[config.mk]
export PLATFORM = sky130hd
export DESIGN_NAME = fcp_core
export DESIGN_NICKNAME = d
export VERILOG_FILES = /design/src/include/fcp_pkg.sv /design/src/core/fcp_core.sv /design/src/core/fcp_sync.sv
export SDC_FILE = /design/constraint.sdc
export NUM_CORES = 1
export LEC_CHECK = 0
export ABC_AREA = 1
export BUFFER_PORTS_ARGS = -buffer_cell sky130_fd_sc_hd__buf_2
export CAP_MARGIN = 15
export CELL_PAD_IN_SITES_DETAIL_PLACEMENT = 2
export CELL_PAD_IN_SITES_GLOBAL_PLACEMENT = 2
export CORE_ASPECT_RATIO = 1.25
export CORE_MARGIN = 2
export CORE_UTILIZATION = 36
export DETAILED_ROUTE_END_ITERATION = 12
export PLACE_DENSITY = 0.91
export SYNTH_ARGS = -nofsm -noshare
export SYNTH_HDL_FRONTEND = slang
export SYNTH_HIERARCHICAL = 1
export SYNTH_SLANG_ARGS = --single-unit
[constraint.sdc]
create_clock -name CLK_SYS -period 5.7 [get_ports CLK_SYS]
set_input_delay 0.855 -clock CLK_SYS [delete_from_list [all_inputs] [get_ports CLK_SYS]]
set_output_delay 0.855 -clock CLK_SYS [all_outputs]
set_load 0.02 [all_outputs]
[src/include/fcp_pkg.sv]
// Constants shared by the flash command, power-down and read-parameter logic.
// Assumes a 10 MHz system clock; all link pins are sampled, not clocked on.
package fcp_pkg;

  // Timing
  localparam int CLK_PERIOD_NS = 100;
  localparam int T_DP_NS       = 3000;
  localparam int T_RES1_NS     = 5000;
  // Entry is a longest time: round down. Release is a least time: round up.
  localparam int DP_CYCLES_RAW = T_DP_NS / CLK_PERIOD_NS;
  localparam int DP_CYCLES     = (DP_CYCLES_RAW < 1) ? 1 : DP_CYCLES_RAW;
  localparam int RES_CYCLES    = (T_RES1_NS + CLK_PERIOD_NS - 1) / CLK_PERIOD_NS;

  // Frame bit counting
  localparam logic [3:0] BYTE_BITS = 4'h8;
  localparam logic [3:0] QPI_STEP  = 4'h4;
  localparam logic [3:0] SPI_STEP  = 4'h1;
  localparam logic [2:0] LAST_ADDR_BYTE = 3'h3;
  localparam logic [2:0] DATA_BYTE_IDX  = 3'h1;
  localparam logic [2:0] BYTE_IDX_MAX   = 3'h7;

  // Read register fields
  localparam int RP_BURST_LSB = 0;
  localparam int RP_WRAP_BIT  = 2;
  localparam int RP_DUMMY_LSB = 3;
  localparam int RP_PIN_BIT   = 7;
  localparam logic [7:0] READ_PARAMS_RST = 8'h00;
  // Drive strength codes
  localparam logic [2:0] ODS_HALF   = 3'h5;
  localparam logic [2:0] ODS_EIGHTH = 3'h1;
  localparam logic [2:0] ODS_RST    = ODS_HALF;
  // Function register suspend flags
  localparam int FR_PROGRAM_SUSPENDED_FLAG_BIT = 2;
  localparam int FR_ERASE_SUSPENDED_FLAG_BIT = 3;

  // Opcodes
  localparam logic [7:0] OP_NORMAL_READ = 8'h03;
  localparam logic [7:0] OP_FAST_READ   = 8'h0b;
  localparam logic [7:0] OP_DUAL_IO     = 8'hbb;
  localparam logic [7:0] OP_DUAL_OUT    = 8'h3b;
  localparam logic [7:0] OP_QUAD_IO     = 8'heb;
  localparam logic [7:0] OP_QUAD_OUT    = 8'h6b;
  localparam logic [7:0] OP_DDR_FAST    = 8'h0d;
  localparam logic [7:0] OP_DDR_DUAL    = 8'hbd;
  localparam logic [7:0] OP_DDR_QUAD    = 8'hed;
  localparam logic [7:0] OP_PAGE_PROG   = 8'h02;
  localparam logic [7:0] OP_QPROG_A     = 8'h32;
  localparam logic [7:0] OP_QPROG_B     = 8'h38;
  localparam logic [7:0] OP_WRITE_LATCH = 8'h06;
  localparam logic [7:0] OP_STATUS_RD   = 8'h05;
  localparam logic [7:0] OP_FUNC_RD     = 8'h48;
  localparam logic [7:0] OP_ERR_CLEAR   = 8'h82;
  localparam logic [7:0] OP_RESUME_A    = 8'h7a;
  localparam logic [7:0] OP_RESUME_B    = 8'h30;
  localparam logic [7:0] OP_SUSPEND_A   = 8'h75;
  localparam logic [7:0] OP_SUSPEND_B   = 8'hb0;
  localparam logic [7:0] OP_RELEASE     = 8'hab;
  localparam logic [7:0] OP_POWER_DOWN  = 8'hb9;
  localparam logic [7:0] OP_RP_PERSIST  = 8'h65;
  localparam logic [7:0] OP_RP_VOL_A    = 8'hc0;
  localparam logic [7:0] OP_RP_VOL_B    = 8'h63;
  localparam logic [7:0] OP_XP_PERSIST  = 8'h85;
  localparam logic [7:0] OP_XP_VOL      = 8'h83;
  localparam logic [7:0] OP_RP_READ     = 8'h61;
  localparam logic [7:0] OP_XP_READ     = 8'h81;
  localparam logic [7:0] OP_STD_ID      = 8'h9f;
  localparam logic [7:0] OP_STD_ID_Q    = 8'haf;
  localparam logic [7:0] OP_MAKER_ID    = 8'h90;
  localparam logic [7:0] OP_UNIQUE_ID   = 8'h4b;
  localparam logic [7:0] OP_PARAM_TABLE = 8'h5a;
  localparam logic [7:0] OP_NOP         = 8'h00;
  localparam logic [7:0] OP_RESET_ARM   = 8'h66;
  localparam logic [7:0] OP_RESET_GO    = 8'h99;
  localparam logic [7:0] OP_INFO_ROW    = 8'h68;
  localparam logic [7:0] OP_SECT_UNPROT = 8'h26;
  localparam logic [7:0] OP_SECT_PROT   = 8'h24;
  localparam logic [7:0] OP_BOOT_RD     = 8'h14;

  typedef enum logic [2:0] {PH_OPCODE, PH_ADDR, PH_DATA_IN, PH_SEND, PH_IGNORE} fcp_phase_e;
  typedef enum logic [1:0] {PW_ACTIVE, PW_ENTERING, PW_DOWN, PW_WAKING} fcp_pwr_e;

endpackage : fcp_pkg

[src/core/fcp_core.sv]
// Command interpreter of a serial NOR flash: suspend gating, deep power-down,
// volatile/persistent read parameters and drive strength.
// Assumes SCK, CS_N and IO_IN come from the host; the rest is same-clock logic.
`timescale 1ns/1ps

// Operation
// - Array read opcodes, all nine forms, are accepted during any suspend.
// - Page program, quad program, write latch set accepted only in erase suspend.
// - Status read, function read, error clear accepted during any suspend.
// - Soft reset acts only when arm opcode directly precedes reset opcode.
// - Volatile parameter sets and both readbacks accepted during any suspend.
// - All identification reads are accepted during any suspend.
// - Power-down opcode enters low power; writes, programs, erases then ignored.
// - Power-down engages only on CS rise after exactly one full opcode.
// - While powered down only the release opcode is recognised.
// - After release, nothing is accepted until the release delay ends.
// - Release opcode is ignored while a write is in progress.
// - Read register holds burst, dummy and shared pin select fields.
// - Persistent read set updates both copies; volatile set only volatile.
// - Burst values 0-3 are continuous; 4-7 wrap at 8/16/32/64 bytes.
// - Wrapping reads stay inside the aligned burst until CS rises.
// - Without wrap the read address runs on through the whole array.
// - Wrap lasts until rewritten; power-down entry and soft reset reload it from the persistent copy.
// - Extended register holds drive strength with persistent and volatile sets.
// - Drive strength resets to half and reaches down to one eighth.
// - Function register shows program suspend at bit 2, erase at bit 3.
module fcp_core #(
  parameter int ADDR_W = 24
) (
  input  wire logic              CLK_SYS,
  input  wire logic              RESET_N,
  input  wire logic              SCK,
  input  wire logic              CS_N,
  input  wire logic [3:0]        IO_IN,
  input  wire logic              QPI_MODE,
  input  wire logic              WRITE_IN_PROGRESS_FLAG,
  input  wire logic              SUSP_PROGRAM,
  input  wire logic              SUSP_ERASE,
  input  wire logic [7:0]        STATUS_REG,
  input  wire logic [7:0]        FUNC_REG,
  input  wire logic [2:0]        ERR_FLAGS,
  input  wire logic [7:0]        ARRAY_DATA,
  output logic      [3:0]        IO_OUT,
  output logic      [3:0]        IO_OE,
  output logic                   CMD_VALID,
  output logic      [7:0]        CMD_CODE,
  output logic      [ADDR_W-1:0] READ_ADDR,
  output logic                   POWERED_DOWN,
  output logic                   WRAP_ENABLE,
  output logic      [1:0]        BURST_LEN_SEL,
  output logic      [3:0]        DUMMY_CYCLES,
  output logic                   SHARED_PIN_RESET,
  output logic      [2:0]        DRIVE_STRENGTH,
  output logic      [7:0]        PERSIST_READ_PARAMS,
  output logic      [2:0]        PERSIST_DRIVE,
  output logic                   PERSIST_WR,
  output logic                   ERR_CLEAR,
  output logic                   SOFT_RESET
);

  initial begin
    if (ADDR_W < 8 || ADDR_W > 32) $error("fcp_core: ADDR_W must be 8..32");
  end

  // Pin sampling
  logic [5:0] sy;
  logic       sy_sck;
  logic       sy_cs;
  logic [3:0] sy_io;

  fcp_sync #(.WIDTH(6), .RST_VAL(6'h10)) u_sync ( // Chip select idles high
    .clk     (CLK_SYS),
    .reset_n (RESET_N),
    .d       ({SCK, CS_N, IO_IN}),
    .q       (sy)
  );

  assign sy_sck = sy[5];
  assign sy_cs  = sy[4];
  assign sy_io  = sy[3:0];

  logic sck_q;
  logic cs_q;
  always_ff @(posedge CLK_SYS or negedge RESET_N) begin
    if (!RESET_N) begin
      sck_q <= 1'b0;
      cs_q  <= 1'b1;
    end else begin
      sck_q <= sy_sck;
      cs_q  <= sy_cs;
    end
  end

  logic sck_rise;
  logic sck_fall;
  logic cs_rise;
  assign sck_rise = sy_sck & ~sck_q & ~sy_cs;
  assign sck_fall = ~sy_sck & sck_q & ~sy_cs;
  assign cs_rise  = sy_cs & ~cs_q;

  fcp_pkg::fcp_phase_e phase;
  fcp_pkg::fcp_pwr_e   pwr;
  logic [3:0]  bit_cnt;
  logic [2:0]  byte_idx;
  logic [7:0]  rx_sr;
  logic [7:0]  opcode;
  logic [7:0]  data_byte;
  logic [ADDR_W-1:0] addr_sr;
  logic [7:0]  rd_vol;
  logic [2:0]  ods_vol;
  logic        reset_armed;

  // Suspend and power-down admission
  function automatic logic fcp_allowed(input logic [7:0] op, input logic ps,
                                       input logic es, input fcp_pkg::fcp_pwr_e pw,
                                       input logic busy);
    logic ok;
    ok = 1'b0;
    if (pw == fcp_pkg::PW_WAKING) begin
      ok = 1'b0;
    end else if (pw != fcp_pkg::PW_ACTIVE) begin
      ok = (op == fcp_pkg::OP_RELEASE) && !busy;
    end else if (!(ps || es)) begin
      ok = 1'b1;
    end else begin
      case (op)
        fcp_pkg::OP_NORMAL_READ, fcp_pkg::OP_FAST_READ, fcp_pkg::OP_DUAL_IO,
        fcp_pkg::OP_DUAL_OUT, fcp_pkg::OP_QUAD_IO, fcp_pkg::OP_QUAD_OUT,
        fcp_pkg::OP_DDR_FAST, fcp_pkg::OP_DDR_DUAL,
        fcp_pkg::OP_DDR_QUAD: ok = 1'b1;
        fcp_pkg::OP_STATUS_RD, fcp_pkg::OP_FUNC_RD,
        fcp_pkg::OP_ERR_CLEAR: ok = 1'b1;
        fcp_pkg::OP_RESET_ARM, fcp_pkg::OP_RESET_GO: ok = 1'b1;
        fcp_pkg::OP_RP_VOL_A, fcp_pkg::OP_RP_VOL_B, fcp_pkg::OP_XP_VOL,
        fcp_pkg::OP_RP_READ, fcp_pkg::OP_XP_READ: ok = 1'b1;
        fcp_pkg::OP_RELEASE, fcp_pkg::OP_STD_ID, fcp_pkg::OP_STD_ID_Q,
        fcp_pkg::OP_MAKER_ID, fcp_pkg::OP_UNIQUE_ID: ok = 1'b1;
        fcp_pkg::OP_RESUME_A, fcp_pkg::OP_RESUME_B, fcp_pkg::OP_PARAM_TABLE,
        fcp_pkg::OP_NOP, fcp_pkg::OP_INFO_ROW, fcp_pkg::OP_BOOT_RD: ok = 1'b1;
        // A program nested inside an erase suspend closes these again
        fcp_pkg::OP_PAGE_PROG, fcp_pkg::OP_QPROG_A, fcp_pkg::OP_QPROG_B,
        fcp_pkg::OP_WRITE_LATCH: ok = es && !ps;
        fcp_pkg::OP_SUSPEND_A, fcp_pkg::OP_SUSPEND_B, fcp_pkg::OP_SECT_UNPROT,
        fcp_pkg::OP_SECT_PROT: ok = es && !ps;
        default: ok = 1'b0;
      endcase
    end
    return ok;
  endfunction : fcp_allowed

  function automatic logic fcp_is_read(input logic [7:0] op);
    return op == fcp_pkg::OP_NORMAL_READ || op == fcp_pkg::OP_FAST_READ ||
           op == fcp_pkg::OP_DUAL_IO || op == fcp_pkg::OP_DUAL_OUT ||
           op == fcp_pkg::OP_QUAD_IO || op == fcp_pkg::OP_QUAD_OUT ||
           op == fcp_pkg::OP_DDR_FAST || op == fcp_pkg::OP_DDR_DUAL ||
           op == fcp_pkg::OP_DDR_QUAD;
  endfunction : fcp_is_read

  function automatic logic fcp_is_readback(input logic [7:0] op);
    return op == fcp_pkg::OP_STATUS_RD || op == fcp_pkg::OP_FUNC_RD ||
           op == fcp_pkg::OP_RP_READ || op == fcp_pkg::OP_XP_READ;
  endfunction : fcp_is_readback

  // Burst address step: wrap within the aligned burst, else run on
  function automatic logic [ADDR_W-1:0] fcp_next_addr(input logic [ADDR_W-1:0] a,
                                                       input logic wrap,
                                                       input logic [1:0] len);
    logic [ADDR_W-1:0] m;
    logic [ADDR_W-1:0] inc;
    m   = ADDR_W'((32'd8 << len) - 32'd1);
    inc = a + ADDR_W'(1);
    return wrap ? ((a & ~m) | (inc & m)) : inc;
  endfunction : fcp_next_addr

  // Receive path
  logic [3:0] step;
  logic [3:0] bit_sum;
  logic [7:0] next_rx;
  logic       rx_on;
  logic       byte_done;
  logic       accept;

  always_comb begin
    step      = QPI_MODE ? fcp_pkg::QPI_STEP : fcp_pkg::SPI_STEP;
    bit_sum   = bit_cnt + step;
    next_rx   = QPI_MODE ? {rx_sr[3:0], sy_io} : {rx_sr[6:0], sy_io[0]};
    rx_on     = (phase == fcp_pkg::PH_OPCODE) || (phase == fcp_pkg::PH_ADDR) ||
                (phase == fcp_pkg::PH_DATA_IN);
    byte_done = sck_rise && rx_on && (bit_sum == fcp_pkg::BYTE_BITS);
    accept    = fcp_allowed(next_rx, SUSP_PROGRAM, SUSP_ERASE, pwr, WRITE_IN_PROGRESS_FLAG);
  end

  always_ff @(posedge CLK_SYS or negedge RESET_N) begin
    if (!RESET_N) begin
      phase     <= fcp_pkg::PH_OPCODE;
      bit_cnt   <= 4'h0;
      byte_idx  <= 3'h0;
      rx_sr     <= 8'h00;
      opcode    <= 8'h00;
      data_byte <= 8'h00;
      addr_sr   <= '0;
    end else if (sy_cs) begin
      phase    <= fcp_pkg::PH_OPCODE;
      bit_cnt  <= 4'h0;
      byte_idx <= 3'h0;
    end else if (sck_rise && rx_on) begin
      rx_sr   <= next_rx;
      bit_cnt <= byte_done ? 4'h0 : bit_sum;
      if (byte_done) begin
        if (byte_idx != fcp_pkg::BYTE_IDX_MAX) begin
          byte_idx <= byte_idx + 3'h1;
        end
        case (phase)
          fcp_pkg::PH_OPCODE: begin
            opcode <= next_rx;
            if (!accept) begin
              phase <= fcp_pkg::PH_IGNORE;
            end else if (fcp_is_read(next_rx)) begin
              phase <= fcp_pkg::PH_ADDR;
            end else if (fcp_is_readback(next_rx)) begin
              phase <= fcp_pkg::PH_SEND;
            end else begin
              phase <= fcp_pkg::PH_DATA_IN;
            end
          end
          fcp_pkg::PH_ADDR: begin
            addr_sr <= {addr_sr[ADDR_W-9:0], next_rx};
            if (byte_idx == fcp_pkg::LAST_ADDR_BYTE) begin
              phase <= fcp_pkg::PH_SEND;
            end
          end
          default: begin
            if (byte_idx == fcp_pkg::DATA_BYTE_IDX) begin
              data_byte <= next_rx;
            end
          end
        endcase
      end
    end
  end

  // Frame end decisions
  logic frame_ok;
  logic frame_has_data;
  logic dp_frame;
  assign frame_ok       = cs_rise && (byte_idx != 3'h0) && (phase != fcp_pkg::PH_IGNORE);
  assign frame_has_data = frame_ok && (byte_idx > fcp_pkg::DATA_BYTE_IDX);
  // Extra clocks after the opcode cancel power-down entry
  assign dp_frame = frame_ok && (opcode == fcp_pkg::OP_POWER_DOWN) &&
                    (byte_idx == 3'h1) && (bit_cnt == 4'h0);

  // Power-down state
  logic [15:0] pwr_cnt;
  always_ff @(posedge CLK_SYS or negedge RESET_N) begin
    if (!RESET_N) begin
      pwr          <= fcp_pkg::PW_ACTIVE;
      pwr_cnt      <= 16'h0000;
      POWERED_DOWN <= 1'b0;
    end else begin
      case (pwr)
        fcp_pkg::PW_ACTIVE: begin
          if (dp_frame) begin
            pwr          <= fcp_pkg::PW_ENTERING;
            pwr_cnt      <= 16'(fcp_pkg::DP_CYCLES - 1);
            POWERED_DOWN <= 1'b1;
          end
        end
        fcp_pkg::PW_ENTERING: begin
          if (pwr_cnt == 16'h0000) begin
            pwr <= fcp_pkg::PW_DOWN;
          end else begin
            pwr_cnt <= pwr_cnt - 16'h0001;
          end
        end
        fcp_pkg::PW_DOWN: begin
          // Admission already refused the release while busy
          if (frame_ok && opcode == fcp_pkg::OP_RELEASE) begin
            pwr     <= fcp_pkg::PW_WAKING;
            pwr_cnt <= 16'(fcp_pkg::RES_CYCLES - 1);
          end
        end
        default: begin
          if (pwr_cnt == 16'h0000) begin
            pwr          <= fcp_pkg::PW_ACTIVE;
            POWERED_DOWN <= 1'b0;
          end else begin
            pwr_cnt <= pwr_cnt - 16'h0001;
          end
        end
      endcase
    end
  end

  // Soft reset sequencing
  logic reset_fire;
  assign reset_fire = frame_ok && reset_armed && (opcode == fcp_pkg::OP_RESET_GO);

  always_ff @(posedge CLK_SYS or negedge RESET_N) begin
    if (!RESET_N) begin
      reset_armed <= 1'b0;
      SOFT_RESET  <= 1'b0;
    end else begin
      SOFT_RESET <= reset_fire;
      if (frame_ok) begin
        reset_armed <= (opcode == fcp_pkg::OP_RESET_ARM);
      end
    end
  end

  // Parameter registers
  logic dp_done;
  assign dp_done = (pwr == fcp_pkg::PW_ENTERING) && (pwr_cnt == 16'h0000);

  always_ff @(posedge CLK_SYS or negedge RESET_N) begin
    if (!RESET_N) begin
      rd_vol              <= fcp_pkg::READ_PARAMS_RST;
      PERSIST_READ_PARAMS <= fcp_pkg::READ_PARAMS_RST;
      ods_vol             <= fcp_pkg::ODS_RST;
      PERSIST_DRIVE       <= fcp_pkg::ODS_RST;
      PERSIST_WR          <= 1'b0;
    end else begin
      PERSIST_WR <= 1'b0;
      if (reset_fire || dp_done) begin
        rd_vol  <= PERSIST_READ_PARAMS;
        ods_vol <= PERSIST_DRIVE;
      end else if (frame_has_data) begin
        case (opcode)
          fcp_pkg::OP_RP_PERSIST: begin
            rd_vol              <= data_byte;
            PERSIST_READ_PARAMS <= data_byte;
            PERSIST_WR          <= 1'b1;
          end
          fcp_pkg::OP_RP_VOL_A, fcp_pkg::OP_RP_VOL_B: begin
            rd_vol <= data_byte;
          end
          fcp_pkg::OP_XP_PERSIST: begin
            ods_vol       <= data_byte[7:5];
            PERSIST_DRIVE <= data_byte[7:5];
            PERSIST_WR    <= 1'b1;
          end
          fcp_pkg::OP_XP_VOL: begin
            ods_vol <= data_byte[7:5];
          end
          default: begin
          end
        endcase
      end
    end
  end

  // Field views of the volatile copies
  assign WRAP_ENABLE      = rd_vol[fcp_pkg::RP_WRAP_BIT];
  assign BURST_LEN_SEL    = rd_vol[fcp_pkg::RP_BURST_LSB +: 2];
  assign DUMMY_CYCLES     = rd_vol[fcp_pkg::RP_DUMMY_LSB +: 4];
  assign SHARED_PIN_RESET = rd_vol[fcp_pkg::RP_PIN_BIT];
  assign DRIVE_STRENGTH   = ods_vol;

  // Command forwarding
  always_ff @(posedge CLK_SYS or negedge RESET_N) begin
    if (!RESET_N) begin
      CMD_VALID <= 1'b0;
      CMD_CODE  <= 8'h00;
      ERR_CLEAR <= 1'b0;
    end else begin
      CMD_VALID <= byte_done && (phase == fcp_pkg::PH_OPCODE) && accept;
      if (byte_done && (phase == fcp_pkg::PH_OPCODE) && accept) begin
        CMD_CODE <= next_rx;
      end
      ERR_CLEAR <= frame_ok && (opcode == fcp_pkg::OP_ERR_CLEAR);
    end
  end

  // Transmit path
  logic [7:0] tx_byte;
  logic [7:0] tx_sr;
  logic [2:0] tx_cnt;

  always_comb begin
    case (opcode)
      fcp_pkg::OP_STATUS_RD: tx_byte = STATUS_REG;
      fcp_pkg::OP_FUNC_RD: begin
        tx_byte = FUNC_REG;
        tx_byte[fcp_pkg::FR_PROGRAM_SUSPENDED_FLAG_BIT] = SUSP_PROGRAM;
        tx_byte[fcp_pkg::FR_ERASE_SUSPENDED_FLAG_BIT] = SUSP_ERASE;
      end
      fcp_pkg::OP_RP_READ: tx_byte = rd_vol;
      fcp_pkg::OP_XP_READ: tx_byte = {ods_vol, 1'b0, ERR_FLAGS, WRITE_IN_PROGRESS_FLAG};
      default: tx_byte = ARRAY_DATA;
    endcase
  end

  always_ff @(posedge CLK_SYS or negedge RESET_N) begin
    if (!RESET_N) begin
      IO_OUT    <= 4'h0;
      IO_OE     <= 4'h0;
      tx_sr     <= 8'h00;
      tx_cnt    <= 3'h0;
      READ_ADDR <= '0;
    end else if (sy_cs) begin
      IO_OE  <= 4'h0; // Released as soon as the frame ends
      tx_cnt <= 3'h0;
    end else if (phase == fcp_pkg::PH_ADDR && byte_done &&
                 byte_idx == fcp_pkg::LAST_ADDR_BYTE) begin
      READ_ADDR <= {addr_sr[ADDR_W-9:0], next_rx};
    end else if (sck_fall && phase == fcp_pkg::PH_SEND) begin
      if (tx_cnt == 3'h0) begin
        if (QPI_MODE) begin
          IO_OUT <= tx_byte[7:4];
          IO_OE  <= 4'hf;
          tx_sr  <= {tx_byte[3:0], 4'h0};
          tx_cnt <= 3'h1;
        end else begin
          IO_OUT <= {2'b00, tx_byte[7], 1'b0};
          IO_OE  <= 4'h2;
          tx_sr  <= {tx_byte[6:0], 1'b0};
          tx_cnt <= 3'h7;
        end
        if (fcp_is_read(opcode)) begin
          READ_ADDR <= fcp_next_addr(READ_ADDR, WRAP_ENABLE, BURST_LEN_SEL);
        end
      end else begin
        IO_OUT <= QPI_MODE ? tx_sr[7:4] : {2'b00, tx_sr[7], 1'b0};
        tx_sr  <= QPI_MODE ? {tx_sr[3:0], 4'h0} : {tx_sr[6:0], 1'b0};
        tx_cnt <= tx_cnt - 3'h1;
      end
    end
  end

endmodule : fcp_core

[src/core/fcp_sync.sv]
// Two-stage synchroniser for a group of independent level inputs.
// Assumes each bit is sampled on its own; no bus coherence is implied.
`timescale 1ns/1ps
module fcp_sync #(
  parameter int               WIDTH   = 1,
  parameter logic [WIDTH-1:0] RST_VAL = '0
) (
  input  wire logic             clk,
  input  wire logic             reset_n,
  input  wire logic [WIDTH-1:0] d,
  output logic      [WIDTH-1:0] q
);
  logic [WIDTH-1:0] meta;

  initial begin
    if (WIDTH < 1) $error("fcp_sync: WIDTH must be at least 1");
  end

  always_ff @(posedge clk or negedge reset_n) begin
    if (!reset_n) begin
      meta <= RST_VAL;
      q    <= RST_VAL;
    end else begin
      meta <= d;
      q    <= meta;
    end
  end
endmodule : fcp_sync

==> summary.txt <==
status - finished, final reports clean
antenna violations before repair - 0
Core Region - 0.0253 mm²
CP arrival - 4310 ps
routed length per instance - 23.8 µm
top cells by area, synth - dfrtp_1 41%, nand2_1 17%, nor2_1 6.2%
mapped cell area - 0.00926 mm²
I/O pins - 106
worst hold path type - register to register
Post-Syn Instances - 1284
max incr delay on CP - 490 ps
Max Cap Viol - 0
pin count of the biggest net entering global routing - 98
DP HPWL - 26400 µm
Die W - 147 µm
Reg clk slew, reported paths - 70 ps
reg2reg start - phase[1]$_DFFE_PN0P_
Final Max Tran Viols - 0
first-pass GRT wire length - 64500 µm
Register Area - 0.00394 mm²
crit path time final - 3980 ps
peak supply drop - 0.239 mV
top-count cell post-synth - nand2_1
Crit. End Element - register
CTS buffer count - 17
P_leak - 0.00543 µW
vias in the first global route - 11117
Final Skew - 17.5 ps
RSZ-0062 raised after global routing - false
Root Buffer - clkbuf_16
multi-input logic area - 0.00464 mm²
Nets - 1441
number of cells on the critical path - 12
top cells by count, synth - 418 x nand2_1, 153 x nor2_1, 150 x dfrtp_1, 131 x inv_1, 96 x o21ai_0
Slowest-stage cell, CP - buf_2
FF+latch count, synth - 157
Die Y-Extent - 183 µm
post-synth top area share - 0.405
Post-CTS Setup Bufs - 0
FF-to-FF setup slack - 2310 ps
final setup TNS - 0 ps
P per Cell Area - 274 mW/mm²
htree depth - 4
final non-filler cell total - 1731
crit-path cells - buf_2, inv_2, ha_1, ha_1, xnor2_1, nand2_2, nor2_4, nand4_4, buf_4, inv_2, nand2_1, a31oi_1
Yosys cell types - 52
number of flops mapped to enable cells by yosys - 0
Tightest Pin Transition - 1030 ps
Clk Latency, worst-skew pair - 470 ps
CP Max Fanout - 25
worst path bufs/invs - 4
Final Hold Vio Count - 0
Hold Path Stages - 0
register area share after synthesis - 0.425
placed cells - 1699
Synthesized Nets - 1341
area delta synth->final - 15.7%
fmax - 251 MHz
Remaining DRCs - 0
Antenna Nets Post-Route - 0
GRT Total Usage - 0.311
clk sink count - 157
period utilization - 0.698
crit path from - QPI_MODE
Finished Cell Area - 0.0107 mm²
CTS Hold Bufs - 0
Via density - 5.63
Req. time, crit path - 6030 ps
RePlAce Congestion - 0.864
kind of critical path - input port to register
GRT Residual Overflow - 0
Initial Util - 0.366
Initial DRC Count - 412
Synth Warn # - 6
IO buf count - 103
routed via count - 9752
Routed WL - 41100 µm
asr flop ratio synth - 1.00
total power draw - 2940 µW
post-placement cell area - 0.0101 mm²
ant diodes - 0
Primary FF master, synth - dfrtp_1
startpoint types - input port
router iterations before antenna repair - 5
share of post-route cells with drive strength above 1 - 0.144
path depth of the worst reg2reg path - 10
row count - 65
Final setup viols - 0
Resized cells post-CTS - 0
largest area contributor in the netlist - dfrtp_1
clk buf depth - 2
CTS tree - yes
syn avg cell area - 7.21 µm²
# fillers - 2975
DIE AREA - 0.0270 mm²
Rel. slew slack - 0.311
CP top delay family - buffers and inverters
## kinds of logic after synthesis
| family | after synthesis | share of synthesized area |
|---|---|---|
| AOI/OAI and AO/OA | 184 | 0.114 |
| DFF | 157 | 0.425 |
| and+or+nand+nor | 732 | 0.340 |
| buffers and inverters | 168 | 0.0730 |
| xor gates and xnor gates | 25 | 0.0237 |
| adders and majority gates | 18 | 0.0243 |
## metrics by stage
stage	util	hold slack [ps]	worst slack [ps]
after global placement	0.398	335	1690
final	0.423	346	1720
after floorplan	-	331	3080
after CTS	0.423	349	1690
after detailed placement	0.398	336	1400
after global routing	0.423	364	1660
## worst reg2reg max path, cell delays in order, from the launching register on
cell and delay [ps]:
dfrtp_1 490, nand2_1 210, inv_2 90, nor4_4 790, nand2_2 150, nor2_4 190
nand4_4 340, buf_4 380, inv_2 210, nand2_1 100, a31oi_1 330
## area by class of cell
cell class                      instances  share of cell area
Clock buffer                           22              0.0452
Clock inverter                          9              0.0125
Inverter                              142              0.0498
Multi-Input combinational cell        959               0.434
Sequential cell                       157               0.368
Tap cell                              335              0.0391
Timing Repair Buffer                  107              0.0519
## report_power, final
group | internal, µW | total [µW] | switching, µW
Clock | 734 | 1270 | 533
Sequential | 1150 | 1180 | 35.5
Combinational | 126 | 486 | 359
## cell usage in the layout (no fill, tap or decap), drive strengths merged, types with 2 or more instances in the layout
cell type / count
nor4: 7
a31oi: 8
o21a: 3
a22o: 2
a211oi: 3
o2111ai: 2
nand4: 21
xor2: 16
or2: 13
dfrtp: 150
nand3: 72
a22oi: 6
clkinvlp: 4
bufinv: 3
ha: 18
nor2: 159
dfstp: 7
o21ai: 119
xnor2: 9
inv: 141
buf: 107
nor3: 24
clkbuf: 22
nand2: 434
clkinv: 3
a21oi: 27
o22ai: 5
o211ai: 4
## layer usage
| metal | vias up | track usage | routed length [µm] |
|---|---|---|---|
| li1 | 4318 | - | - |
| met1 | 4959 | 0.331 | 15300 |
| met2 | 316 | 0.574 | 21800 |
| met3 | 159 | 0.0515 | 1550 |
| met4 | 0 | 0.188 | 2480 |
| met5 | - | 0 | 0 |
## worst min path at each step
stage	from	endpoint	slack (ps)
after floorplan	u_sync/meta[0]$_DFF_PN0_	u_sync/q[0]$_DFF_PN0_	330
after global placement	u_sync/meta[5]$_DFF_PN0_	u_sync/q[5]$_DFF_PN0_	330
after detailed placement	u_sync/meta[0]$_DFF_PN0_	u_sync/q[0]$_DFF_PN0_	340
after CTS	u_sync/meta[0]$_DFF_PN0_	u_sync/q[0]$_DFF_PN0_	350
after global routing	u_sync/meta[0]$_DFF_PN0_	u_sync/q[0]$_DFF_PN0_	360
final	u_sync/meta[0]$_DFF_PN0_	u_sync/q[0]$_DFF_PN0_	350
Power figures use the tool's default switching activity.
